<file path="src/hw/tx_bp_pkg.sv">
// Constants, register layout and carrier types for the transmit backplane control.
// Assumes a 250 MHz ref_clk and a 32-bit AXI4-Lite register bus.
package tx_bp_pkg;

  // ----------------------------------------------------------------------
  // Register map (printed offsets are indices; byte address is four times)
  // ----------------------------------------------------------------------
  localparam logic [11:0] TIC_INDEX = 12'h120;
  localparam logic [11:0] FSEL_INDEX = 12'h109;
  localparam logic [11:0] STAT_INDEX = 12'h122;
  localparam logic [11:0] PINCFG_INDEX = 12'h123;
  localparam logic [13:0] TIC_ADDR = {TIC_INDEX, 2'b00};
  localparam logic [13:0] FSEL_ADDR = {FSEL_INDEX, 2'b00};
  localparam logic [13:0] STAT_ADDR = {STAT_INDEX, 2'b00};
  localparam logic [13:0] PINCFG_ADDR = {PINCFG_INDEX, 2'b00};
  localparam int ADDR_W = 14;

  localparam logic [7:0] TIC_RESET = 8'h00;
  localparam logic [7:0] FSEL_RESET = 8'h00;
  localparam logic [7:0] PINCFG_RESET = 8'h00;
  localparam int FSEL_SUPER_BIT = 5;
  localparam int PINCFG_CLKOUT_BIT = 0;

  localparam logic [1:0] RESP_OKAY = 2'h0;
  localparam logic [1:0] RESP_SLVERR = 2'h2;
  localparam logic [1:0] RESP_DECERR = 2'h3;

  // ----------------------------------------------------------------------
  // Field layouts
  // ----------------------------------------------------------------------
  typedef enum logic [1:0] {MODE_00, MODE_01, MODE_10, MODE_11} if_mode_t;

  typedef struct packed {
    logic syncFrac;
    logic rsvd;
    logic syncLowOrPayload;
    logic fracEn;
    logic clkInv;
    logic muxEn;
    if_mode_t mode;
  } tic_t;

  // Word handed to the transmit framer for every backplane bit taken.
  typedef struct packed {
    logic dataBit;
    logic sigBit;
    logic fracBit;
    logic [1:0] chan;
    logic frameStart;
    logic superStart;
  } bp_word_t;

  // ----------------------------------------------------------------------
  // Timing
  // ----------------------------------------------------------------------
  localparam int REF_PERIOD_PS = 4000;
  localparam int SERCLK_PERIOD_PS = 647668;
  localparam int FAST_PERIOD_PS = 31250;
  localparam int SERCLK_HALF = SERCLK_PERIOD_PS / (2 * REF_PERIOD_PS);
  localparam int FAST_HALF = (FAST_PERIOD_PS + REF_PERIOD_PS) / (2 * REF_PERIOD_PS);
  localparam logic [7:0] SERCLK_HALF_CNT = 8'(SERCLK_HALF - 1);
  localparam logic [7:0] FAST_HALF_CNT = 8'(FAST_HALF - 1);

  // Bits from the frame sync rise to the first bit of a frame, per mux mode.
  localparam logic [10:0] LEAD_BITMUX = 11'h000;
  localparam logic [10:0] LEAD_HMVIP = 11'h7FE;
  localparam logic [10:0] LEAD_H100 = 11'h7FF;

endpackage

</file>
<file path="src/hw/tx_backplane_mode_control.sv">
// Transmit backplane mode control of one T1 framer channel, with AXI4-Lite registers.
// Assumes backplane pins are asynchronous to ref_clk and much slower than it.
`timescale 1ns/1ns

module tx_backplane_mode_control
  import tx_bp_pkg::*;
(
  input wire logic ref_clk,
  input wire logic sys_rst,
  input wire logic [ADDR_W-1:0] s_axi_awaddr,
  input wire logic s_axi_awvalid,
  output logic s_axi_awready,
  input wire logic [31:0] s_axi_wdata,
  input wire logic [3:0] s_axi_wstrb,
  input wire logic s_axi_wvalid,
  output logic s_axi_wready,
  output logic [1:0] s_axi_bresp,
  output logic s_axi_bvalid,
  input wire logic s_axi_bready,
  input wire logic [ADDR_W-1:0] s_axi_araddr,
  input wire logic s_axi_arvalid,
  output logic s_axi_arready,
  output logic [31:0] s_axi_rdata,
  output logic [1:0] s_axi_rresp,
  output logic s_axi_rvalid,
  input wire logic s_axi_rready,
  input wire logic txSerialClockIn,
  output logic txSerialClockOut,
  output logic txSerialClockOe,
  input wire logic txMultiframeSync,
  input wire logic txFrameSync,
  input wire logic txSerialData,
  input wire logic [4:0] timeslotIdIn,
  output logic [4:0] timeslotIdOut,
  output logic [4:0] timeslotIdOe,
  input wire logic [4:0] framerChanNum,
  input wire logic framerOverheadBit,
  input wire logic framerMultiframeFirst,
  output bp_word_t bpWord,
  output logic bpWordValid
);

  // ----------------------------------------------------------------------
  // Registers
  // ----------------------------------------------------------------------
  tic_t tic_r;
  logic [7:0] fsel_r;
  logic [7:0] pinCfg_r;

  // ----------------------------------------------------------------------
  // Mode decode
  // ----------------------------------------------------------------------
  wire logic baseRate = !tic_r.muxEn && (tic_r.mode == MODE_00);
  wire logic highSpeed = !tic_r.muxEn && (tic_r.mode != MODE_00);
  wire logic muxReserved = tic_r.muxEn && (tic_r.mode == MODE_01);
  wire logic muxByte = tic_r.muxEn && tic_r.mode[1];
  wire logic fracActive = tic_r.fracEn && baseRate;
  wire logic syncLow = !baseRate && tic_r.syncLowOrPayload;
  wire logic payloadClk = baseRate && tic_r.syncLowOrPayload;
  wire logic superSel = fsel_r[FSEL_SUPER_BIT];

  // ----------------------------------------------------------------------
  // Pin synchronisers: bit order serClk, msync, fsync, data, ts0, ts1
  // ----------------------------------------------------------------------
  logic [5:0] pinMeta_r;
  logic [5:0] pinSync_r;
  logic [5:0] pinPrev_r;
  wire logic [5:0] pinRaw = {timeslotIdIn[1], timeslotIdIn[0], txSerialData,
                             txFrameSync, txMultiframeSync, txSerialClockIn};

  always_ff @(posedge ref_clk)
  begin
    pinMeta_r <= pinRaw;
    pinSync_r <= pinMeta_r;
    pinPrev_r <= pinSync_r;
  end

  wire logic serClkRise = pinSync_r[0] && !pinPrev_r[0];
  wire logic serClkFall = !pinSync_r[0] && pinPrev_r[0];
  wire logic fastClkRise = pinSync_r[1] && !pinPrev_r[1];
  wire logic fsyncLevel = pinSync_r[2] ^ syncLow;
  wire logic msyncLevel = pinSync_r[1];

  // Data is taken on the edge opposite the one on which it changes.
  wire logic baseSample = tic_r.clkInv ? serClkRise : serClkFall;
  wire logic sampleEdge = baseRate ? baseSample : (fastClkRise && !muxReserved);

  // ----------------------------------------------------------------------
  // Frame alignment for the multiplexed modes
  // ----------------------------------------------------------------------
  logic [10:0] bitCnt_r;
  logic [10:0] bitCnt_nxt;
  logic fsyncSeen_r;
  wire logic fsyncRise = fsyncLevel && !fsyncSeen_r;
  wire logic [10:0] leadCnt = !tic_r.mode[1] ? LEAD_BITMUX :
                              (tic_r.mode[0] ? LEAD_H100 : LEAD_HMVIP);

  assign bitCnt_nxt = fsyncRise ? leadCnt : 11'(bitCnt_r + 11'h001);

  // Bit-mux cycles channels every bit, byte-mux every eight bits.
  wire logic [1:0] chanSel = muxByte ? bitCnt_nxt[4:3] : bitCnt_nxt[1:0];
  // In bit-mux mode the frame starts on the very bit where sync rises, so the live level counts.
  wire logic muxFrameStart = tic_r.muxEn && (bitCnt_nxt == 11'h000) &&
                             (fsyncLevel || fsyncSeen_r);

  always_ff @(posedge ref_clk)
  begin
    if (sys_rst)
    begin
      bitCnt_r <= 11'h000;
      fsyncSeen_r <= 1'b0;
    end
    else if (sampleEdge)
    begin
      bitCnt_r <= bitCnt_nxt;
      fsyncSeen_r <= fsyncLevel;
    end
  end

  // ----------------------------------------------------------------------
  // Word toward the framer
  // ----------------------------------------------------------------------
  bp_word_t word_nxt;
  wire logic syncStart = tic_r.muxEn ? muxFrameStart : fsyncRise;

  always_comb
  begin
    word_nxt = '0;
    word_nxt.dataBit = pinSync_r[3];
    word_nxt.sigBit = (fracActive || !baseRate) ? pinSync_r[4] : 1'b0;
    word_nxt.fracBit = fracActive ? pinSync_r[5] : 1'b0;
    word_nxt.chan = tic_r.muxEn ? chanSel : 2'b00;
    word_nxt.frameStart = baseRate ? fsyncLevel : (syncStart && !superSel);
    word_nxt.superStart = baseRate ? msyncLevel : (syncStart && superSel);
  end

  always_ff @(posedge ref_clk)
  begin
    if (sys_rst)
    begin
      bpWord <= '0;
      bpWordValid <= 1'b0;
    end
    else
    begin
      bpWordValid <= sampleEdge;
      if (sampleEdge)
      begin
        bpWord <= word_nxt;
      end
    end
  end

  // ----------------------------------------------------------------------
  // Clock outputs: 1.5625 MHz serial clock (640 ns period) and the fast fractional clock
  // ----------------------------------------------------------------------
  logic [7:0] serDiv_r;
  logic serClkGen_r;
  logic [7:0] fastDiv_r;
  logic fastClk_r;

  always_ff @(posedge ref_clk)
  begin
    if (sys_rst)
    begin
      serDiv_r <= 8'h00;
      serClkGen_r <= 1'b0;
      fastDiv_r <= 8'h00;
      fastClk_r <= 1'b0;
    end
    else
    begin
      serDiv_r <= (serDiv_r == SERCLK_HALF_CNT) ? 8'h00 : 8'(serDiv_r + 8'h01);
      serClkGen_r <= (serDiv_r == SERCLK_HALF_CNT) ? !serClkGen_r : serClkGen_r;
      fastDiv_r <= (fastDiv_r == FAST_HALF_CNT) ? 8'h00 : 8'(fastDiv_r + 8'h01);
      fastClk_r <= (fastDiv_r == FAST_HALF_CNT) ? !fastClk_r : fastClk_r;
    end
  end

  // Serial clock may only drive in base rate; elsewhere the far end supplies it.
  assign txSerialClockOe = baseRate && pinCfg_r[PINCFG_CLKOUT_BIT];
  assign txSerialClockOut = serClkGen_r && !(payloadClk && framerOverheadBit);

  // ----------------------------------------------------------------------
  // Time-slot identifier pins
  // ----------------------------------------------------------------------
  wire logic sigInput = fracActive || !baseRate;
  assign timeslotIdOe = {1'b1, 1'b1, 1'b1, !fracActive, !sigInput};
  assign timeslotIdOut[0] = sigInput ? 1'b0 : framerChanNum[0];
  assign timeslotIdOut[1] = fracActive ? 1'b0 : framerChanNum[1];
  assign timeslotIdOut[2] = fracActive ? fastClk_r : framerChanNum[2];
  assign timeslotIdOut[3] = fracActive ? framerMultiframeFirst : framerChanNum[3];
  assign timeslotIdOut[4] = framerChanNum[4];

  // ----------------------------------------------------------------------
  // AXI4-Lite slave
  // ----------------------------------------------------------------------
  logic awHeld_r;
  logic wHeld_r;
  logic [ADDR_W-1:0] awAddr_r;
  logic [7:0] wByte_r;
  logic wLane_r;

  wire logic awTake = s_axi_awvalid && s_axi_awready;
  wire logic wTake = s_axi_wvalid && s_axi_wready;
  wire logic doWrite = awHeld_r && wHeld_r && !s_axi_bvalid;
  wire logic wrTic = awAddr_r == TIC_ADDR;
  wire logic wrFsel = awAddr_r == FSEL_ADDR;
  wire logic wrPin = awAddr_r == PINCFG_ADDR;
  wire logic wrStat = awAddr_r == STAT_ADDR;
  wire logic wrHit = wrTic || wrFsel || wrPin;

  assign s_axi_awready = !awHeld_r && !s_axi_bvalid;
  assign s_axi_wready = !wHeld_r && !s_axi_bvalid;
  assign s_axi_arready = !s_axi_rvalid;

  always_ff @(posedge ref_clk)
  begin
    if (sys_rst)
    begin
      awHeld_r <= 1'b0;
      wHeld_r <= 1'b0;
      awAddr_r <= '0;
      wByte_r <= 8'h00;
      wLane_r <= 1'b0;
    end
    else
    begin
      awHeld_r <= awTake || (awHeld_r && !doWrite);
      wHeld_r <= wTake || (wHeld_r && !doWrite);
      if (awTake)
      begin
        awAddr_r <= s_axi_awaddr;
      end
      if (wTake)
      begin
        wByte_r <= s_axi_wdata[7:0];
        wLane_r <= s_axi_wstrb[0];
      end
    end
  end

  always_ff @(posedge ref_clk)
  begin
    if (sys_rst)
    begin
      tic_r <= TIC_RESET;
      fsel_r <= FSEL_RESET;
      pinCfg_r <= PINCFG_RESET;
      s_axi_bvalid <= 1'b0;
      s_axi_bresp <= RESP_OKAY;
    end
    else
    begin
      if (doWrite && wLane_r && wrTic)
      begin
        tic_r <= tic_t'(wByte_r & 8'hBF);
      end
      if (doWrite && wLane_r && wrFsel)
      begin
        fsel_r <= wByte_r;
      end
      if (doWrite && wLane_r && wrPin)
      begin
        pinCfg_r <= wByte_r;
      end
      if (doWrite)
      begin
        s_axi_bvalid <= 1'b1;
        s_axi_bresp <= wrHit ? RESP_OKAY : (wrStat ? RESP_SLVERR : RESP_DECERR);
      end
      else if (s_axi_bready)
      begin
        s_axi_bvalid <= 1'b0;
      end
    end
  end

  // Status shows the decoded mode so software can see what the pins are doing.
  wire logic [7:0] statusWord = {2'b00, muxReserved, muxByte, fracActive,
                                 tic_r.muxEn, highSpeed, baseRate};
  wire logic [7:0] rdByte = (s_axi_araddr == TIC_ADDR) ? tic_r :
                            (s_axi_araddr == FSEL_ADDR) ? fsel_r :
                            (s_axi_araddr == PINCFG_ADDR) ? pinCfg_r :
                            (s_axi_araddr == STAT_ADDR) ? statusWord : 8'h00;
  wire logic rdHit = (s_axi_araddr == TIC_ADDR) || (s_axi_araddr == FSEL_ADDR) ||
                     (s_axi_araddr == PINCFG_ADDR) || (s_axi_araddr == STAT_ADDR);

  always_ff @(posedge ref_clk)
  begin
    if (sys_rst)
    begin
      s_axi_rvalid <= 1'b0;
      s_axi_rdata <= 32'h0000_0000;
      s_axi_rresp <= RESP_OKAY;
    end
    else if (s_axi_arvalid && s_axi_arready)
    begin
      s_axi_rvalid <= 1'b1;
      s_axi_rdata <= {24'h00_0000, rdByte};
      s_axi_rresp <= rdHit ? RESP_OKAY : RESP_DECERR;
    end
    else if (s_axi_rready)
    begin
      s_axi_rvalid <= 1'b0;
    end
  end

endmodule

</file>
<file path="config.mk">
export PLATFORM = sky130hd
export DESIGN_NAME = tx_backplane_mode_control
export DESIGN_NICKNAME = d
export VERILOG_FILES = /design/src/hw/tx_bp_pkg.sv /design/src/hw/tx_backplane_mode_control.sv
export SDC_FILE = /design/constraint.sdc
export NUM_CORES = 1
export LEC_CHECK = 0
export BUFFER_PORTS_ARGS = -buffer_cell sky130_fd_sc_hd__buf_2
export CORE_AREA = 2 2 104 106
export CTS_BUF_LIST = sky130_fd_sc_hd__clkbuf_8
export DETAILED_ROUTE_END_ITERATION = 16
export DIE_AREA = 0 0 106 108
export GPL_TIMING_DRIVEN = 0
export PLACE_DENSITY = 0.74
export SYNTH_ARGS = -nofsm -noshare
export SYNTH_HDL_FRONTEND = slang
export SYNTH_SLANG_ARGS = --single-unit
</file>
<file path="constraint.sdc">
create_clock -name ref_clk -period 3.1 [get_ports ref_clk]
set_input_delay 0.155 -clock ref_clk [delete_from_list [all_inputs] [get_ports ref_clk]]
set_output_delay 0.155 -clock ref_clk [all_outputs]
set_load 0.005 [all_outputs]
</file>
[Word level (Yosys, flattened, before mapping)]
Index checks and enable logic that the tools add are counted.
Storage, ports and cells
  bits in registers: 114
  word-level logic and storage cells: 142
Operators by class
  add/sub/neg operators: 3
  equal/unequal tests: 11
  muxes and demuxes: 27
  bitwise logic cells: 1
  reduce and logical (&&, ||, !) cells: 66
Operator list (count)
  $eq 14x11->1 const B: 8
  $logic_and 1x1->1: 32
  $mux 8: 3
  $mux 11: 2
  $logic_not 1->1: 18
  $mux 1: 17
  $add 8x1->8 const B: 2
  $add 11x1->11 const B: 1
  $logic_not 11->1: 1
  $logic_or 1x1->1: 9
  $eq 8x2->1 const B: 1
  $eq 8x7->1 const B: 1
  $mux 2: 4
  $mux 6: 1
  $reduce_bool 2->1: 3
  $reduce_or 2->1: 2
  $eq 2x1->1 const B: 1
  $logic_not 2->1: 1
  $xor 1x1->1: 1

[Logic depth before layout (Yosys ltp)]
Gate-level depths: netlist of the first run.
  depth after elaboration: 13
  depth in mapped cells: 8
  mapped depth without buffers: 7

[Worst setup path before layout of the first run]
No wires, ideal clock.
  path type: reg-to-reg
  from: register tic_r[0] (netlist name)
  to: register bpWord[0] (netlist name)
  data arrival time: 2.000 ns
  data required time: 3.021 ns
  path slack: 1.020 ns
  stages on the path, launching flop included: 9
  path buffers: 2
  cell sequence: dfxtp_1 buf_4 o31ai_1 xor2_1 or2_1 buf_6 or3_1 a221o_1 a211oi_2
Between the ends
  word-level cells in the longest chain between the ends: 13
RTL lines
  start, declared: RTL line tx_backplane_mode_control.sv:46  | tic_t tic_r;
  start signal, assigned: RTL line tx_backplane_mode_control.sv:257  | tic_r <= tic_t'(wByte_r & 8'hBF);
  $logic_not 2->1: RTL line tx_backplane_mode_control.sv:53  | wire logic baseRate = !tic_r.muxEn && (tic_r.mode == MODE_00);
  $logic_and 1x1->1: RTL line tx_backplane_mode_control.sv:53
  $logic_not 1->1: RTL line tx_backplane_mode_control.sv:58  | wire logic syncLow = !baseRate && tic_r.syncLowOrPayload;
  $logic_and 1x1->1: RTL line tx_backplane_mode_control.sv:58
  $xor 1x1->1: RTL line tx_backplane_mode_control.sv:81  | wire logic fsyncLevel = pinSync_r[2] ^ syncLow;
  $logic_and 1x1->1: RTL line tx_backplane_mode_control.sv:94  | wire logic fsyncRise = fsyncLevel && !fsyncSeen_r;
  $mux 11: RTL line tx_backplane_mode_control.sv:98  | assign bitCnt_nxt = fsyncRise ? leadCnt : 11'(bitCnt_r + 11'h001);
  $logic_not 11->1: RTL line tx_backplane_mode_control.sv:103  | wire logic muxFrameStart = tic_r.muxEn && (bitCnt_nxt == 11'h000) &&
  $logic_and 1x1->1 (2 in series): RTL line tx_backplane_mode_control.sv:103
  $mux 1: RTL line tx_backplane_mode_control.sv:124  | wire logic syncStart = tic_r.muxEn ? muxFrameStart : fsyncRise;
  $logic_and 1x1->1: RTL line tx_backplane_mode_control.sv:134  | word_nxt.superStart = baseRate ? msyncLevel : (syncStart && superSel);
  $mux 1: RTL line tx_backplane_mode_control.sv:134
  end signal, assigned: RTL line tx_backplane_mode_control.sv:149  | bpWord <= word_nxt;
  end, declared: RTL line tx_backplane_mode_control.sv:39  | output bp_word_t bpWord,
Several ways; a longest one is shown, not always the timed one.
A chain may end at the register's enable or synchronous reset.

[Final worst setup path of the first run]
  from: register tic_r[1] (netlist name)
  to: output port timeslotIdOut[3]
Between the ends
  word-level cells in the longest chain between the ends: 4
RTL lines
  $logic_not 2->1: RTL line tx_backplane_mode_control.sv:53
  $logic_and 1x1->1: RTL line tx_backplane_mode_control.sv:53
  $logic_and 1x1->1: RTL line tx_backplane_mode_control.sv:57  | wire logic fracActive = tic_r.fracEn && baseRate;
  $mux 1: RTL line tx_backplane_mode_control.sv:192  | assign timeslotIdOut[3] = fracActive ? framerMultiframeFirst : framerChanNum[3];
  end, declared: RTL line tx_backplane_mode_control.sv:34  | output logic [4:0] timeslotIdOut,
No other way between the ends.

==> out/metrics.csv, run 1 <==
metric;value;unit
Die Y;108;µm
Placement Cell Area;5720;µm²
worst-case clock buffer depth;2;
run status;finished, final reports clean;
Peak VDD IR;0.289;mV
# fillers;892;
ys async rst share;0;
Hold WS;0.0176;ns
final hold violation count;0;
Post-CTS Hold Buffers;31;
CP Cell Sequence;clkbuf_1, nor3_1, nand2_1, mux2_2, buf_2;
Synth cell types;55;
ant diodes;0;
initial antenna violation count;0;
Worst Path Max Fanout;10;
total core area;10200;µm²
pre-CTS WS;0.769;ns
register bit total from synthesis;113;
DRT iter0 DRCs;268;
first-pass GRT wire length;20500;µm
worst reg2reg path depth;7;
Clock transition at path regs;0.07;ns
commonest non-fill, non-tap cell in the layout;dfxtp_1;
number of remaining DRC errors;0;
GRT Overall Usage;0.229;
min Tclk post-route;2.65;ns
drt pass-1 iters;5;
Avg Inst Size Synth;8.44;µm²
CTS Buf Count;17;
Clock Sinks;113;
Post-CTS Setup Repair Bufs;0;
setup TNS;0;ns
Post-synth EDFFs;0;
Seq/Total Area, Yosys;0.450;
Die ar.;11400;µm²
Hold Path Depth;3;
num ports;148;
worst hold path type;in -> reg;
Post-Syn Instances;595;
WP data required;2.94;ns
Critical Path Slowest Stage Cell;nor3_1;
clock skew;0.00985;ns
clock root cell;clkbuf_8;
Total Wirelength;12800;µm
most frequent cells in the layout;113 x dfxtp_1, 89 x buf_2, 84 x nand2_1;
die width;106;µm
PwrDens;496;nW/µm²
startpoint types;flip-flop;
Final Wtd Congestion;0.884;
drt wl/cell;14.1;µm
post_cts resized;0;
RSZ-0062 raised after global routing;false;
synth warn;0;
Lkg Pwr;0.00259;µW
DP Wirelength;9050;µm
number of global-route vias before repair;4351;
max-capacitance violation count;0;
# rows;37;
Final Core Density;0.627;
vias per std cell;5.18;
CP Capture Type;primary output;
Initial Utilization;0.491;
Worst-Margin Slew;0.823;ns
Achievable Freq;0.378;GHz
ys flop type;dfxtp_1;
synth-to-layout area growth;27.6;%
Slew Limit Headroom;0.447;
number of port buffers;87;
Crit path arrival time;2.49;ns
Setup violations, final;0;
post-route antenna net violation count;0;
worst stage delay on the critical path;0.73;ns
cell area after synthesis;5020;µm²
final worst-path cycle share;0.854;
clk_lat worst skew;0.43;ns
total global routing overflow;0;
CTS tree;yes;
largest net degree at the start of global routing;17;
Nets;847;
Setup CP Type;reg -> out;
routed via count;4691;
fin. max-slew vios;0;
Worst Slack Setup Final;0.453;ns
H-Tree Depth;4;
fraction of layout cells with a size suffix above 1;0.208;
final instance area;6410;µm²
[cell families after synthesis]
logic type,share of synthesized area
and+or+nand+nor,0.245
DFF,0.450
AOI/OAI and AO/OA,0.134
buffers and inverters,0.0745
muxes,0.0503
xor gates and xnor gates,0.0366
adders and majority gates,0.00747
other,0.00149
[stage by stage]
step                total power, µW  instances
floorplan                      1770        620
global placement               1870        843
detailed placement             1880        843
CTS                            3190        906
global route                   3310        906
finish                         3180        906
[cells in the mapped netlist, types with 5 or more instances]
master,n,share of area
a211oi_1,8,0.012
a21oi_1,47,0.047
and2_1,7,0.0087
and3_1,6,0.0075
buf_4,30,0.045
clkbuf_1,22,0.016
dfxtp_1,113,0.45
inv_1,10,0.0075
mux2i_1,23,0.046
nand2_1,84,0.063
nand2b_1,6,0.0075
nand3_1,14,0.014
nand4_1,7,0.0087
nor2_1,79,0.059
nor3_1,14,0.014
nor4_1,5,0.0062
o21ai_0,20,0.020
o31ai_1,7,0.010
xnor2_1,8,0.014
xor2_1,13,0.023
[per-layer routing]
metal  global-route usage  share of wire  vias up
met2                0.417           0.51      142
li1                     -              -     2341
met1                0.260           0.42     2182
met4               0.0846          0.015        0
met3               0.0585          0.054       26
met5                    0              0        -
[layout make-up]
class	count	area (µm²)	area share
multi-input combinational	440	2480	0.387
sequential	113	2260	0.353
timing repair buffer	118	746	0.116
buffer	57	337	0.0525
clock buffer	19	262	0.0408
tap	136	170	0.0265
clock inverter	13	115	0.0180
inverter	10	37.5	0.00586
[sequential cells by signal, summed over array words and instances, names as in the netlist, 7 cells and up]
signal	cells
serDiv_r	8
wByte_r	8
fastDiv_r	8
bitCnt_r	11
fsel_r	8
s_axi_rdata	8
pinCfg_r	8
awAddr_r	14
bpWord	7
[power breakdown]
part	internal, µW	switching [µW]
registers	1510	47.7
clock network	672	617
logic	156	173
[critical path, delay by kind of cell (launching register included)]
kind,cells,cell delay (ns)
muxes,1,0.33
DFF,1,0.34
and+or+nand+nor,2,1.03
buffers and inverters,2,0.36
[final timing paths]
path | start | to | slack (ns)
worst max-delay path | tic_r[1] | timeslotIdOut[3] | 0.45
worst min-delay path | s_axi_arvalid | s_axi_rvalid | 0.02
worst max register to register | bitCnt_r[1] | bpWord[0] | 0.72
worst min register to register | pinMeta_r[2] | pinSync_r[2] | 0.33
Power figures use the tool's default switching activity.
==> run 2: changes to the inputs <==
--- a/config.mk
+++ b/config.mk
@@ -10,7 +10,6 @@
 export CTS_BUF_LIST = sky130_fd_sc_hd__clkbuf_8
 export DETAILED_ROUTE_END_ITERATION = 16
 export DIE_AREA = 0 0 106 108
-export GPL_TIMING_DRIVEN = 0
 export PLACE_DENSITY = 0.74
 export SYNTH_ARGS = -nofsm -noshare
 export SYNTH_HDL_FRONTEND = slang
==> run 2 against run 1 <==
Net effect:
- sequential share of layout area increased by 1.3 points
- clock power increased by 19%
- count of clock-buffer cells in the layout down 2
- cell count down 5.7%
- die area did not move
- sequential power about the same
==> out/metrics.csv, run 2 (synthesis results as in run 1) <==
metric;value;unit
final hold violation count;0;
Clock Sinks;113;
drt wl/cell;14.0;µm
H-Tree Depth;4;
final worst-path cycle share;0.771;
max reg flops;14;
number of port buffers;88;
final non-filler cell total;854;
run status;finished, final reports clean;
Lkg Pwr;0.00245;µW
commonest non-fill, non-tap cell in the layout;dfxtp_1;
Crit path arrival time;2.74;ns
max-capacitance violation count;0;
Nets;795;
startpoint types;flip-flop;
largest registers;awAddr_r (14), bitCnt_r (11);
worst-case clock buffer depth;2;
Setup violations, final;0;
Die ar.;11400;µm²
fin. max-slew vios;0;
drt pass-1 iters;8;
worst hold start;s_axi_arvalid;
setup TNS;0;ns
number of global-route vias before repair;4183;
DP Wirelength;8050;µm
most frequent cells in the layout;113 x dfxtp_1, 88 x buf_2, 84 x nand2_1;
worst stage delay on the critical path;0.49;ns
FF-to-FF Start;bitCnt_r[0];
initial antenna violation count;0;
Clock transition at path regs;0.07;ns
CTS tree;yes;
PwrDens;546;nW/µm²
clock skew;0.0113;ns
final instance area;6190;µm²
routed via count;4514;
crit path from;bitCnt_r[0];
number of remaining DRC errors;0;
min Tclk post-route;2.39;ns
WP data required;3.45;ns
Slew Limit Headroom;0.447;
Final Wtd Congestion;0.854;
RSZ-0062 raised after global routing;false;
post-route antenna net violation count;0;
worst reg2reg path depth;7;
GRT Overall Usage;0.209;
Die Y;108;µm
first-pass GRT wire length;19200;µm
DRT iter0 DRCs;262;
CTS Buf Count;17;
total global routing overflow;0;
# rows;37;
Hold Path Depth;3;
synth-to-layout area growth;23.2;%
Critical Path Slowest Stage Cell;dfxtp_1;
CP Capture Type;flip-flop;
fraction of layout cells with a size suffix above 1;0.185;
clk_lat worst skew;0.43;ns
clock root cell;clkbuf_8;
Total Wirelength;11900;µm
num ports;148;
largest net degree at the start of global routing;60;
Worst Path Max Fanout;10;
Setup CP Type;reg -> reg;
die width;106;µm
CP Cell Sequence;ha_1, nand3_1, nor3_1, xnor2_1, nand4_1, a221o_1, a211oi_2;
ant diodes;0;
R2R Setup Slk;0.71;ns
Biggest register;awAddr_r;
vias per std cell;5.29;
power consumption;3380;µW
DP Cell Count;791;
Placement Cell Area;5430;µm²
worst hold path type;in -> reg;
Worst-Margin Slew;0.828;ns
Achievable Freq;0.418;GHz
Peak VDD IR;0.427;mV
total core area;10200;µm²
Initial Utilization;0.491;
## run 2: path summary, 6_finish.rpt
path | to
setup reg to reg | bpWord[1]
hold reg to reg | pinSync_r[3]
setup / recovery | bpWord[1]
hold / removal | s_axi_rvalid
## run 2: stage by stage
step | hold WS (ns) | util | worst slack [ns]
finish | 0.0184 | 0.605 | 0.709
floorplan | 0.183 | - | 1.02
global route | 0.0381 | 0.605 | 0.519
CTS | 0.00734 | 0.605 | 0.719
detailed placement | 0.259 | 0.531 | 0.738
global placement | 0.258 | 0.531 | 0.803
## run 2: final cells by class
type                       count  area [µm²]
inverter                      10        37.5
fill                         911        4040
tap                          136         170
clock inverter                15         209
timing repair buffer         123         793
clock buffer                  17         234
sequential                   113        2260
multi-input combinational    440        2480
## run 2: metal layers
metal | vias to the layer above | share of wire | global-route usage
li1 | 2241 | - | -
met1 | 2131 | 0.43 | 0.245
met2 | 122 | 0.51 | 0.374
met3 | 20 | 0.039 | 0.0524
met4 | 0 | 0.013 | 0.0742
met5 | - | 0 | 0
## run 2: timing repair
action / in CTS / in global routing
setup endpoints to repair: 0 / 0
setup buffers: 0 / 0
hold buffers: 31 / 0
resized for setup: 0 / 0
endpoints found under the hold margin: 31 / 0
## run 2: worst max-delay path: cells and delay by family (launching register included)
kind	cells	cell delay (ns)
xor gates and xnor gates	1	0.16
DFF	1	0.49
AOI/OAI and AO/OA	2	0.57
adders and majority gates	1	0.32
and+or+nand+nor	3	0.79
## run 2: power by group
part / internal [µW] / leakage, µW / switching (µW)
clock network: 886 / 0.000219 / 647
registers: 1510 / 0.000924 / 49.1
logic: 130 / 0.00131 / 156
total: 2530 / 0.00245 / 852
